===== src/rtl/lgp_defs.vh =====
// Register offsets, reset values and field positions of the LED/GPIO pin block
`ifndef LGP_DEFS_VH
`define LGP_DEFS_VH

// ----------------------------------------
// Register offsets
// ----------------------------------------
`define LGP_ADDR_DONE_ONE 8'h60
`define LGP_ADDR_DONE_TWO 8'h61
`define LGP_ADDR_DIRECTION 8'h70
`define LGP_ADDR_DRIVE_TYPE 8'h71
`define LGP_ADDR_INPUT_LEVEL 8'h72

// ----------------------------------------
// Reset values
// ----------------------------------------
`define LGP_RST_DONE_ONE 8'h00
`define LGP_RST_DONE_TWO 8'h00
`define LGP_RST_DIRECTION 8'h00
`define LGP_RST_DRIVE_TYPE 8'h00
`define LGP_RST_INPUT_LEVEL 8'h00

// ----------------------------------------
// Field layout
// ----------------------------------------
`define LGP_DONE_ONE_LSB 0
`define LGP_DONE_ONE_MSB 7
`define LGP_DONE_TWO_LSB 8
`define LGP_DONE_TWO_MSB 10
`define LGP_NUM_PINS 8
`define LGP_NUM_LEDS 11
`define LGP_OT_OPEN_DRAIN 1'b0
`define LGP_OT_PUSH_PULL 1'b1
`define LGP_DIR_INPUT 1'b0
`define LGP_DIR_OUTPUT 1'b1

`endif


===== src/rtl/lgp_pin_ctrl.v =====
// LED/GPIO pin control: done flags, direction, drive type, input level and change flags
`include "lgp_defs.vh"
`timescale 1ns/100ps
`default_nettype none
// Notes on behaviour
// - Set LED done flag when ramp completes
// - Status one LEDs 8..1, two 11..9
// - Host clearing global interrupt clears done
// - Deep sleep request clears done flags
// - Direction bit zero input, one output
// - Drive type applies only to outputs
// - Type zero open-drain, active pulls low
// - Type one push-pull, drives level
// - Input register follows live pin levels
// - Input pin change sets change flag
// - Flag and enable raise interrupt
// - Output pins take LED drive request
module lgp_pin_ctrl (
  // Clock and reset
  input wire sys_clk_in,
  input wire sys_rst_in,
  // Register port
  input wire [7:0] reg_addr_in,
  input wire reg_wr_in,
  input wire [7:0] reg_wdata_in,
  output reg [7:0] reg_rdata_out,
  // LED engine status
  input wire [10:0] led_ramp_done_in,
  input wire global_int_clear_in,
  input wire deep_sleep_request_in,
  // Pin drive request from LED output control and polarity
  input wire [7:0] led_drive_request_bit_in,
  input wire [7:0] led_polarity_in,
  // Change flag control
  input wire [7:0] pin_change_clear_in,
  input wire [7:0] pin_int_enable_in,
  // Shared pins
  input wire [7:0] pin_in,
  output reg [7:0] pin_out,
  output reg [7:0] pin_oe_out,
  // Status
  output wire [7:0] pin_change_flag_out,
  output wire pin_irq_out
);

  reg [10:0] led_done_flag_reg;
  reg [10:0] led_done_flag_next;
  reg [7:0] pin_direction_reg;
  reg [7:0] pin_drive_type_reg;
  reg [7:0] pin_input_level_reg;
  reg [7:0] pin_change_flag_reg;
  reg [7:0] pin_change_flag_next;
  reg [7:0] pin_drive_state;
  wire [7:0] sync_level;
  wire [7:0] sync_change;
  wire done_clear;
  integer i;
  // Both status bytes packed; the unused upper bits are cut off at reset
  wire [15:0] done_rst_value = {`LGP_RST_DONE_TWO, `LGP_RST_DONE_ONE};
  wire wr_direction;
  wire wr_drive_type;

  // ----------------------------------------
  // Helper functions
  // ----------------------------------------
  // Write strobe decode, shared by every writable offset
  function lgp_wr_hit;
    input wr;
    input [7:0] addr;
    input [7:0] target;
    begin
      lgp_wr_hit = wr && (addr == target);
    end
  endfunction

  // Polarity zero inverts the request
  function [7:0] lgp_drive_level;
    input [7:0] request;
    input [7:0] polarity;
    begin
      lgp_drive_level = request ^ ~polarity;
    end
  endfunction

  assign wr_direction = lgp_wr_hit(reg_wr_in, reg_addr_in, `LGP_ADDR_DIRECTION);
  assign wr_drive_type = lgp_wr_hit(reg_wr_in, reg_addr_in, `LGP_ADDR_DRIVE_TYPE);

  // ----------------------------------------
  // Pin synchroniser
  // ----------------------------------------
  lgp_pin_sync u_sync (
    .sys_clk_in(sys_clk_in),
    .sys_rst_in(sys_rst_in),
    .pin_raw_in(pin_in),
    .pin_level_out(sync_level),
    .pin_change_out(sync_change)
  );

  // ----------------------------------------
  // Done flags
  // ----------------------------------------
  // clear on interrupt clear or deep sleep request
  assign done_clear = global_int_clear_in | deep_sleep_request_in;

  // Set wins over a same-cycle clear so no completion is lost
  always @* begin
    led_done_flag_next = led_done_flag_reg & ~{`LGP_NUM_LEDS{done_clear}};
    led_done_flag_next = led_done_flag_next | led_ramp_done_in;
  end

  // ----------------------------------------
  // Change flags
  // ----------------------------------------
  // Set wins over a same-cycle clear so no edge is lost
  always @* begin
    pin_change_flag_next = pin_change_flag_reg & ~pin_change_clear_in;
    pin_change_flag_next = pin_change_flag_next | (sync_change & ~pin_direction_reg);
  end

  // ----------------------------------------
  // Register storage
  // ----------------------------------------
  always @(posedge sys_clk_in) begin
    if (sys_rst_in) begin
      led_done_flag_reg <= done_rst_value[`LGP_DONE_TWO_MSB:0];
      pin_direction_reg <= `LGP_RST_DIRECTION;
      pin_drive_type_reg <= `LGP_RST_DRIVE_TYPE;
      pin_input_level_reg <= `LGP_RST_INPUT_LEVEL;
      pin_change_flag_reg <= 8'h00;
    end else begin
      led_done_flag_reg <= led_done_flag_next;
      pin_change_flag_reg <= pin_change_flag_next;
      pin_input_level_reg <= sync_level;
      if (wr_direction) begin
        pin_direction_reg <= reg_wdata_in;
      end
      if (wr_drive_type) begin
        pin_drive_type_reg <= reg_wdata_in;
      end
    end
  end

  // ----------------------------------------
  // Read mux
  // ----------------------------------------
  // Read data is registered; unmapped offsets read zero
  always @(posedge sys_clk_in) begin
    if (sys_rst_in) begin
      reg_rdata_out <= 8'h00;
    end else begin
      case (reg_addr_in)
        `LGP_ADDR_DONE_ONE: begin
          reg_rdata_out <= led_done_flag_reg[`LGP_DONE_ONE_MSB:`LGP_DONE_ONE_LSB];
        end
        `LGP_ADDR_DONE_TWO: begin
          reg_rdata_out <= {5'h00, led_done_flag_reg[`LGP_DONE_TWO_MSB:`LGP_DONE_TWO_LSB]};
        end
        `LGP_ADDR_DIRECTION: begin
          reg_rdata_out <= pin_direction_reg;
        end
        `LGP_ADDR_DRIVE_TYPE: begin
          reg_rdata_out <= pin_drive_type_reg;
        end
        `LGP_ADDR_INPUT_LEVEL: begin
          reg_rdata_out <= pin_input_level_reg;
        end
        default: begin
          reg_rdata_out <= 8'h00;
        end
      endcase
    end
  end

  // ----------------------------------------
  // Pin drive
  // ----------------------------------------
  // request combined with polarity
  always @* begin
    pin_drive_state = lgp_drive_level(led_drive_request_bit_in, led_polarity_in);
  end

  // Registered so pins never glitch on config writes
  always @(posedge sys_clk_in) begin
    if (sys_rst_in) begin
      pin_out <= 8'h00;
      pin_oe_out <= 8'h00;
    end else begin
      for (i = 0; i < `LGP_NUM_PINS; i = i + 1) begin
        if (pin_direction_reg[i] == `LGP_DIR_INPUT) begin
          pin_out[i] <= 1'b0;
          pin_oe_out[i] <= 1'b0;
        end else if (pin_drive_type_reg[i] == `LGP_OT_OPEN_DRAIN) begin
          pin_out[i] <= 1'b0;
          pin_oe_out[i] <= pin_drive_state[i];
        end else begin
          pin_out[i] <= pin_drive_state[i];
          pin_oe_out[i] <= 1'b1;
        end
      end
    end
  end

  // ----------------------------------------
  // Interrupt
  // ----------------------------------------
  assign pin_change_flag_out = pin_change_flag_reg;
  assign pin_irq_out = |(pin_change_flag_reg & pin_int_enable_in);

endmodule
`default_nettype wire


===== src/rtl/lgp_pin_sync.v =====
// Two-stage synchroniser with change detection for the shared pins
`timescale 1ns/100ps
`default_nettype none
module lgp_pin_sync (
  // Clock and reset
  input wire sys_clk_in,
  input wire sys_rst_in,
  // Raw pins
  input wire [7:0] pin_raw_in,
  // Synchronised level and change pulses
  output wire [7:0] pin_level_out,
  output wire [7:0] pin_change_out
);

  reg [7:0] meta_reg;
  reg [7:0] sync_reg;
  reg [7:0] prev_reg;

  // ----------------------------------------
  // Synchroniser
  // ----------------------------------------
  // sync before compare
  always @(posedge sys_clk_in) begin
    if (sys_rst_in) begin
      meta_reg <= 8'h00;
      sync_reg <= 8'h00;
      prev_reg <= 8'h00;
    end else begin
      meta_reg <= pin_raw_in;
      sync_reg <= meta_reg;
      prev_reg <= sync_reg;
    end
  end

  assign pin_level_out = sync_reg;
  assign pin_change_out = sync_reg ^ prev_reg;

endmodule
`default_nettype wire


===== config.mk =====
export PLATFORM = sky130hd
export DESIGN_NAME = lgp_pin_ctrl
export DESIGN_NICKNAME = d
export VERILOG_FILES = /design/src/rtl/lgp_pin_ctrl.v /design/src/rtl/lgp_pin_sync.v
export VERILOG_INCLUDE_DIRS = /design/src /design/src/rtl
export SDC_FILE = /design/constraint.sdc
export NUM_CORES = 1
export LEC_CHECK = 0
export BUFFER_PORTS_ARGS = -buffer_cell sky130_fd_sc_hd__buf_2
export CAP_MARGIN = 5
export CELL_PAD_IN_SITES_DETAIL_PLACEMENT = 0
export CELL_PAD_IN_SITES_GLOBAL_PLACEMENT = 1
export CORE_ASPECT_RATIO = 1.25
export CORE_UTILIZATION = 40
export DETAILED_ROUTE_END_ITERATION = 16
export PLACE_DENSITY_LB_ADDON = 0.1
export SYNTH_ARGS = -nofsm -noshare
export SYNTH_HDL_FRONTEND = slang
export SYNTH_SLANG_ARGS = --single-unit

===== constraint.sdc =====
create_clock -name sys_clk_in -period 4.14 [get_ports sys_clk_in]
set_clock_uncertainty 0.05 [all_clocks]
set_input_delay 0.828 -clock sys_clk_in [delete_from_list [all_inputs] [get_ports sys_clk_in]]
set_output_delay 0.828 -clock sys_clk_in [all_outputs]
set_load 0.005 [all_outputs]

======== Word level (Yosys, flattened, before mapping) ========
Index checks and enable logic that the tools add are counted.
storage, ports and cells
  register bits after elaboration ......... 83
  bits of input ports ..................... 72
  output and inout bits ................... 33
  logic and storage cells ................. 86
cells by class
  equal/unequal tests ..................... 5
  multiplexer cells ....................... 9
  bitwise gates (word level) .............. 29
  reductions and logical operators ........ 19
operators by type and width
  kind                                                                    count
  8-bit by 7-bit equality test with 1-bit output (second input constant)  5
  8-bit one-hot mux with 5 select lines                                   1
  8-bit bitwise AND                                                       3
  8-bit NOT                                                               3
  3-bit OR reduction                                                      8
  1-bit NOT                                                               16
  2-bit OR reduction                                                      8
  8-bit bitwise XOR                                                       2
  11-bit bitwise AND                                                      1
  11-bit NOT                                                              1
  11-bit bitwise OR                                                       1
  1-bit two-way mux                                                       8
  8-bit bitwise OR                                                        1
  8-bit OR reduction                                                      1
  1-bit logical AND                                                       2
  1-bit bitwise OR                                                        1

======== Depth between registers and ports, before layout ========
Gate-level depths: netlist of the first run.
  depth after elaboration ................. 4
  gate-level depth with buffers ........... 5
  depth with buffers taken out ............ 3

======== Cells and area by module ========
From an unflattened synthesis of the first run, not the netlist that was laid out.
second synthesis, totals
  cells, all modules ...................... 327
  area, all modules ....................... 3483.3 µm²
modules (own cells, without submodules)
  module        instances  cells each  area an instance (µm²)  sequential area each (µm²)
  lgp_pin_ctrl  1          269         2720.1                  1341.3
  lgp_pin_sync  1          58          763.2                   480.5

======== Worst setup path after synthesis of the first run ========
OpenSTA, ideal clock, no wires.
  path type ............................... input to register
  start ................................... input port reg_addr_in[1]
  end ..................................... register pin_drive_type_reg[0]
  library setup time ...................... 0.119 ns
  arrival ................................. 1.970 ns
  data required time ...................... 3.971 ns
  setup slack ............................. 2.001 ns
  stages on the path ...................... 4
  buffers on the path ..................... 1
  path through ............................ or4b_1 or3_1 buf_6 mux2i_1
on the way
  longest elaborated chain between the ends .. 2
ends and longest elaborated chain
  element                                         line                text
  start, declared                                 lgp_pin_ctrl.v:23   input wire [7:0] reg_addr_in,
  8-bit by 7-bit equality test with 1-bit output  lgp_pin_ctrl.v:72   lgp_wr_hit = wr && (addr == target);
  1-bit logical AND                               lgp_pin_ctrl.v:72
  end signal, assigned                            lgp_pin_ctrl.v:127  pin_drive_type_reg <= `LGP_RST_DRIVE_TYPE;
  end signal, assigned                            lgp_pin_ctrl.v:138  pin_drive_type_reg <= reg_wdata_in;
  end, declared                                   lgp_pin_ctrl.v:49   reg [7:0] pin_drive_type_reg;
Every way passes these cells.
A chain may end at the register's enable or synchronous reset.

======== Final worst setup path of the first run ========
  start ................................... input port pin_int_enable_in[2]
  end ..................................... output port pin_irq_out
on the way
  longest elaborated chain between the ends .. 2
ends and longest elaborated chain
  element             line                text
  start, declared     lgp_pin_ctrl.v:36   input wire [7:0] pin_int_enable_in,
  8-bit bitwise AND   lgp_pin_ctrl.v:207  assign pin_irq_out = |(pin_change_flag_reg & pin_int_enable_in);
  8-bit OR reduction  lgp_pin_ctrl.v:207
  end, declared       lgp_pin_ctrl.v:43   output wire pin_irq_out
Every way passes these cells.

==> flow_summary_export.csv, run 1 <==
group,metric,value,unit
outcome,status,"finished, final reports clean",
route,dr.pass1.iters,4,
floorplanning,die_h,100.2,um
yosys,netlist.area_leader.share,0.5381,
place,hpwl,5047,um
finish,fill_cells,736,
yosys,synth_warnings,0,
finish,postLayoutCellArea,3865,um^2
timing,hold_viol_final,0,
yosys,synth_top_family_by_area,"simple AND/OR/NAND/NOR gates",
floorplanning,initial_core_util,0.4148,
yosys,synth_fa_ha_area_frac,0,
yosys,synthCells,301,
setup_path,critPathCaptureType,"output port",
yosys,syn_area_per_cell,10.26,um^2
route,avgViaCountPerCell,4.741,
timing,maxSlewViolCount,0,
setup_path,startpoint_type,"input port",
place,gp_congestion,0.8000,
timing,fin_hold_ws,388.4,ps
route,drt_wl_total,6729,um
global_routing,grt-ovfl-total,0,
global_routing,grtUsageTotal,0.1757,
clock_tree,postCtsHoldBufs,0,
finish,utilization,0.5192,
timing,tightest_slew,727.9,ps
finish,diodes,0,
power,power.leakage,1.731,nW
yosys,netlist_area,3088,um^2
route,highest_layer,"met4",
yosys,yosys.area_share.simple,0.2099,
yosys,synth-seq-cells,83,
yosys,post_synth_most_frequent_cells,"dfxtp_1, nor2b_1, nor2_1",
timing,tns,0,ps
place,io_buffers,104,
clock_tree,htreeDepth,3,
min_path,hold_class,"register to register",
route,drtIter0Drc,49,
route,drcViolationCount,0,
yosys,yosysMostFrequentCell,"dfxtp_1",
route,dr_wl_met3,286,um
route,vias,2361,
floorplanning,rows,35,
timing,period_needed,2302,ps
yosys,synth_xor_area_frac,0.04538,
global_routing,grt_pass1_wl,10540,um
route,wl_per_cell,13.51,um
timing,fin_crit_sh,0.5561,
power,irDropWorstVdd,247.7,uV
yosys,synthMuxAreaShare,0.09198,
power,power_density,392.6,nW/um^2
clock_tree,clock_sinks,83,
yosys,syn-num-nets,373,
yosys,synth-edff-count,0,
clock_tree,cts_buffers,9,
run,cap_violations,0,
finish,syn_to_final_growth,25.16,%
finish,nets,473,
floorplanning,num_io_pins,105,
timing,relSlewSlack,0.5130,
route,met1_length,3032,um
place,dpl_cell_area,3671,um^2
clock_tree,cts_root_buf,"clkbuf_8",
yosys,async_reset_ff_frac,0,
clock_tree,cts_setup_buffers,0,
floorplanning,fp.dieArea,8077,um^2
finish,regArea,1662,um^2
setup_path,arrival,1420,ps
power,power,0.001518,W
yosys,synth_top_area_cell,"dfxtp_1",
yosys,synth_compound_area_frac,0.08104,
timing,finalSetupViolations,0,
global_routing,grt_pass1_vias,2195,
yosys,ys_types,25,
clock_tree,tritoncts,"done",
finish,layout-drive-gt1-share,0.3276,
global_routing,grt_max_degree,53,
global_routing,antenna_found_initial,0,
setup_path,crit_required,3260,ps
clock_tree,cts_resized,0,
floorplanning,die_x,80.59,um
finish,multi_input_area,1329,um^2
clock_tree,cts_buffer_depth,2,
clock_tree,clk_pin_slew_worst_paths,80,ps
setup_path,path_class,"input port to output port",
route,ant_nets,0,
clock_tree,clock_latency,340,ps
yosys,yosys-top-cells-area,"dfxtp_1, nor2b_1, mux2i_1",
yosys,ys_seq_area_frac,0.5381,
floorplanning,core,7445,um^2
finish,largest_reg_flops,11,
timing,fmax,434.4,MHz
timing,rsz0062_at_grt,"no",
setup_path,crit_fanout,1,
route,dr_wl_met2,3296,um
yosys,synth_ff_type,"dfxtp_1",
path summary, 6_finish.rpt:
path	startpoint	to	slack (ps)	depth (start not counted)
hold / removal	u_sync.meta_reg[2]$_SDFF_PP0_	u_sync.pin_level_out[2]$_SDFF_PP0_	390	1
setup / recovery	pin_int_enable_in[2]	pin_irq_out	1840	4
setup reg to reg	pin_direction_reg[7]$_SDFFE_PP0P_	reg_rdata_out[7]$_SDFF_PP0_	2950	3
hold reg to reg	u_sync.meta_reg[2]$_SDFF_PP0_	u_sync.pin_level_out[2]$_SDFF_PP0_	390	1
logic make-up (layout without fill, tap and decap cells):
logic type	count (synthesis)	in the layout
AND/OR/NAND/NOR	112	112
buffers and inverters	25	130
XOR/XNOR	16	16
flip-flops	83	83
multiplexers	27	27
AO/OA/AOI/OAI	38	38
per-layer routing:
layer	track usage	vias up
met5	0	-
met3	0.03545	10
li1	-	1222
met1	0.2161	1068
met2	0.2934	61
met4	0.07830	0
area by class of cell:
cell class,count,area share
multi-input combinational,193,0.3438
inverter,8,0.007769
clock inverter,5,0.01360
timing repair buffer,106,0.1386
sequential,83,0.4299
clock buffer,11,0.03658
tap,92,0.02978
critical path, stage by stage:
cell,delay [ps]
buf_2,100
a22oi_1,250
nand4_1,120
buf_2,130
layout by cell type (no fill, tap or decap):
cell type,n
clkinv_2,3
mux2i_1,16
a221oi_1,6
and4b_1,9
or4b_1,1
inv_1,8
nand3_1,2
dfxtp_1,83
nand2_1,6
or3_1,1
nand3b_1,1
nand2b_1,24
nor2b_1,34
nand4_1,1
nor4b_2,1
clkinvlp_4,1
mux2_2,11
buf_4,2
o22ai_1,8
or4_1,1
clkbuf_1,1
buf_2,104
a211oi_1,5
a22oi_1,6
xnor2_1,16
a21oi_1,13
clkbuf_8,10
bufinv_16,1
nor2_1,31
metrics by stage:
step	worst slack [ps]	instances
after floorplan	2001	301
after global placement	1603	482
after detailed placement	1559	482
after CTS	1796	498
after global routing	1766	498
final	1838	498
power by group:
group          leakage, nW  switching, W  internal (W)
clock               0.0991      0.000274      0.000292
combinational        0.955     0.0000551     0.0000661
sequential           0.677     0.0000116      0.000818
Note: power is estimated with default switching activity, not from simulation.
==> run 2: changes to the inputs <==
--- a/config.mk
+++ b/config.mk
@@ -11,7 +11,7 @@
 export CELL_PAD_IN_SITES_DETAIL_PLACEMENT = 0
 export CELL_PAD_IN_SITES_GLOBAL_PLACEMENT = 1
 export CORE_ASPECT_RATIO = 1.25
-export CORE_UTILIZATION = 40
+export CORE_UTILIZATION = 33
 export DETAILED_ROUTE_END_ITERATION = 16
 export PLACE_DENSITY_LB_ADDON = 0.1
 export SYNTH_ARGS = -nofsm -noshare
==> constraint.sdc (replaced) <==
create_clock -name sys_clk_in -period 2.1 [get_ports sys_clk_in]
set_clock_uncertainty 0.05 [all_clocks]
set_input_delay 0.42 -clock sys_clk_in [delete_from_list [all_inputs] [get_ports sys_clk_in]]
set_output_delay 0.42 -clock sys_clk_in [all_outputs]
set_load 0.005 [all_outputs]
==> run 2 against run 1 <==
Against the previous run: first-iteration DRC count up 39%; die area rose by 21%; non-clock buffer count is 2 higher; combinational power rose by 100%; highest routed layer unchanged; final area rose by 3.4%; via count grew 0.38%; routed wire length up 3.9%; critical endpoint is now pin_drive_type_reg[3]$_SDFFE_PP0P_; hold slack got worse by 140 ps; sequential power grew 98%; clock power grew to 2.5 times the previous value; sequential share of layout area fell by 1.4 points; flip-flop and latch count stayed put; largest power group unchanged.
==> flow_summary_export.csv, run 2 (same netlist as run 1, synthesis figures left out) <==
group,metric,value,unit
finish,layout-drive-gt1-share,0.3292,
timing,fin_ws,383.5,ps
finish,multi_input_area,1329,um^2
setup_path,path_cells,"buf_2 > or4b_1 > or3_1 > mux2i_1",
place,pre_cts_ws,47.18,ps
setup_path,arrival,1860,ps
route,wl_per_cell,13.19,um
setup_path,timing.rr.end,"reg_rdata_out[7]$_SDFF_PP0_",
route,dr.pass1.iters,5,
power,switching_power,0.0007323,W
global_routing,grtUsageTotal,0.1536,
setup_path,endpoint,"pin_drive_type_reg[3]$_SDFFE_PP0P_",
clock_tree,htreeDepth,3,
setup_path,startpoint_type,"input port",
finish,final_cell_mix,"buf_2, dfxtp_1, nor2b_1",
route,ant_nets,0,
finish,regArea,1662,um^2
setup_path,reg2reg_depth,3,
power,power,0.003304,W
route,drcViolationCount,0,
clock_tree,tritoncts,"done",
setup_path,path_class,"input port to register",
clock_tree,cts_resized,0,
finish,syn_to_final_growth,29.38,%
clock_tree,clock_sinks,83,
route,dr_wl_met2,3396,um
finish,diodes,0,
global_routing,grt_max_degree,76,
timing,tightest_slew,701.2,ps
timing,fin_hold_ws,246.4,ps
clock_tree,clk_pin_slew_worst_paths,60,ps
timing,hold_viol_final,0,
run,cap_violations,0,
setup_path,r2r_slack,870,ps
timing,relSlewSlack,0.5325,
route,met1_length,3202,um
global_routing,antenna_found_initial,0,
clock_tree,cts_buffer_depth,2,
floorplanning,num_io_pins,105,
finish,nets,475,
global_routing,grt_pass1_wl,10860,um
route,avgViaCountPerCell,4.472,
floorplanning,die_h,110.2,um
clock_tree,cts_buffers,9,
timing,fin_crit_sh,0.8174,
power,power_density,827.1,nW/um^2
route,vias,2370,
power,power_frac_clock,0.430,
setup_path,r2r_start,"pin_direction_reg[7]$_SDFFE_PP0P_",
timing,period_needed,1716,ps
setup_path,max_stage_delay,580,ps
setup_path,critPathCaptureType,"register",
timing,tns,0,ps
place,io_buffers,104,
place,place_inst,515,
min_path,hold_class,"input port to register",
floorplanning,die_x,88.52,um
finish,fill_cells,931,
finish,fin_cells,530,
setup_path,cp_slowest_cell,"or3_1",
place,gp_congestion,0.7136,
floorplanning,rows,39,
power,p_sw_frac,0.2216,
outcome,status,"finished, final reports clean",
timing,rsz0062_at_grt,"no",
route,drtIter0Drc,68,
place,hpwl,5191,um
global_routing,grt-ovfl-total,0,
route,drt_wl_total,6992,um
power,power_frac_seq,0.496,
clock_tree,cts_setup_buffers,0,
setup_path,setup.worst_path.start,"reg_addr_in[1]",
timing,fmax,582.6,MHz
timing,finalSetupViolations,0,
setup_path,crit_required,2240,ps
power,p_int,0.002572,W
finish,largest_reg_flops,11,
timing,maxSlewViolCount,0,
route,dr_wl_met3,264,um
global_routing,grt_pass1_vias,2192,
power,irDropWorstVdd,371.0,uV
route,highest_layer,"met4",
clock_tree,cts_root_buf,"clkbuf_16",
power,combPwrFrac,0.074,
floorplanning,fp.dieArea,9750,um^2
floorplanning,core,9125,um^2
floorplanning,initial_core_util,0.3384,
clock_tree,postCtsHoldBufs,0,
finish,final_common_cell,"buf_2",
setup_path,crit_fanout,8,
clock_tree,clock_latency,330,ps
power,power.leakage,1.766,nW
run 2: cell count changes in the layout (fill, tap and decap cells not counted), sizes merged:
| cell | change |
|---|---|
| buf | +2 |
| clkinv | -2 |
| clkinvlp | +2 |
| bufinv | -1 |
run 2: power by group through the flow:
stage / clock network, W / logic (W) / registers [W]
5_1_grt: 0.00155 / 0.000273 / 0.00164
3_5_place_dp: 0 / 0.000248 / 0.00168
4_1_cts: 0.00146 / 0.000250 / 0.00164
6_report: 0.00142 / 0.000244 / 0.00164
3_3_place_gp: 0 / 0.000244 / 0.00167
2_1_floorplan: 0 / 0.000138 / 0.00167
run 2: layout make-up:
class | instances | share of cell area
clock buffer | 11 | 0.06076
clock inverter | 4 | 0.006890
multi-input combinational | 193 | 0.3326
timing repair buffer | 108 | 0.1378
tap | 123 | 0.03852
inverter | 8 | 0.007516
sequential | 83 | 0.4159
run 2: metrics by stage:
| stage | utilization | instance area (um^2) |
|---|---|---|
| floorplan | - | 3088 |
| global placement | 0.4082 | 3725 |
| detailed placement | 0.4082 | 3725 |
| CTS | 0.4378 | 3995 |
| global route | 0.4378 | 3995 |
| finish | 0.4378 | 3995 |
run 2: critical path: cells and delay by family:
kind          cells  cell delay, ps
simple gates      2            1140
mux               1             190
buf+inv           1             100
run 2: worst min-delay path by stage:
stage / start / endpoint / slack, ps / depth (start not counted)
2_1_floorplan: u_sync.meta_reg[0]$_SDFF_PP0_ / u_sync.pin_level_out[0]$_SDFF_PP0_ / 360 / 1
3_3_place_gp: u_sync.meta_reg[5]$_SDFF_PP0_ / u_sync.pin_level_out[5]$_SDFF_PP0_ / 370 / 1
3_5_place_dp: u_sync.meta_reg[0]$_SDFF_PP0_ / u_sync.pin_level_out[0]$_SDFF_PP0_ / 370 / 1
4_1_cts: pin_in[0] / u_sync.meta_reg[0]$_SDFF_PP0_ / 240 / 2
5_1_grt: led_ramp_done_in[2] / led_done_flag_reg[2]$_SDFF_PP0_ / 240 / 3
6_report: led_ramp_done_in[2] / led_done_flag_reg[2]$_SDFF_PP0_ / 250 / 3
run 2: metal layers:
layer  up-vias  track usage
li1       1228            -
met1      1074       0.1939
met2        59       0.2522
met3         9      0.02978
met4         0      0.06912
met5         -            0
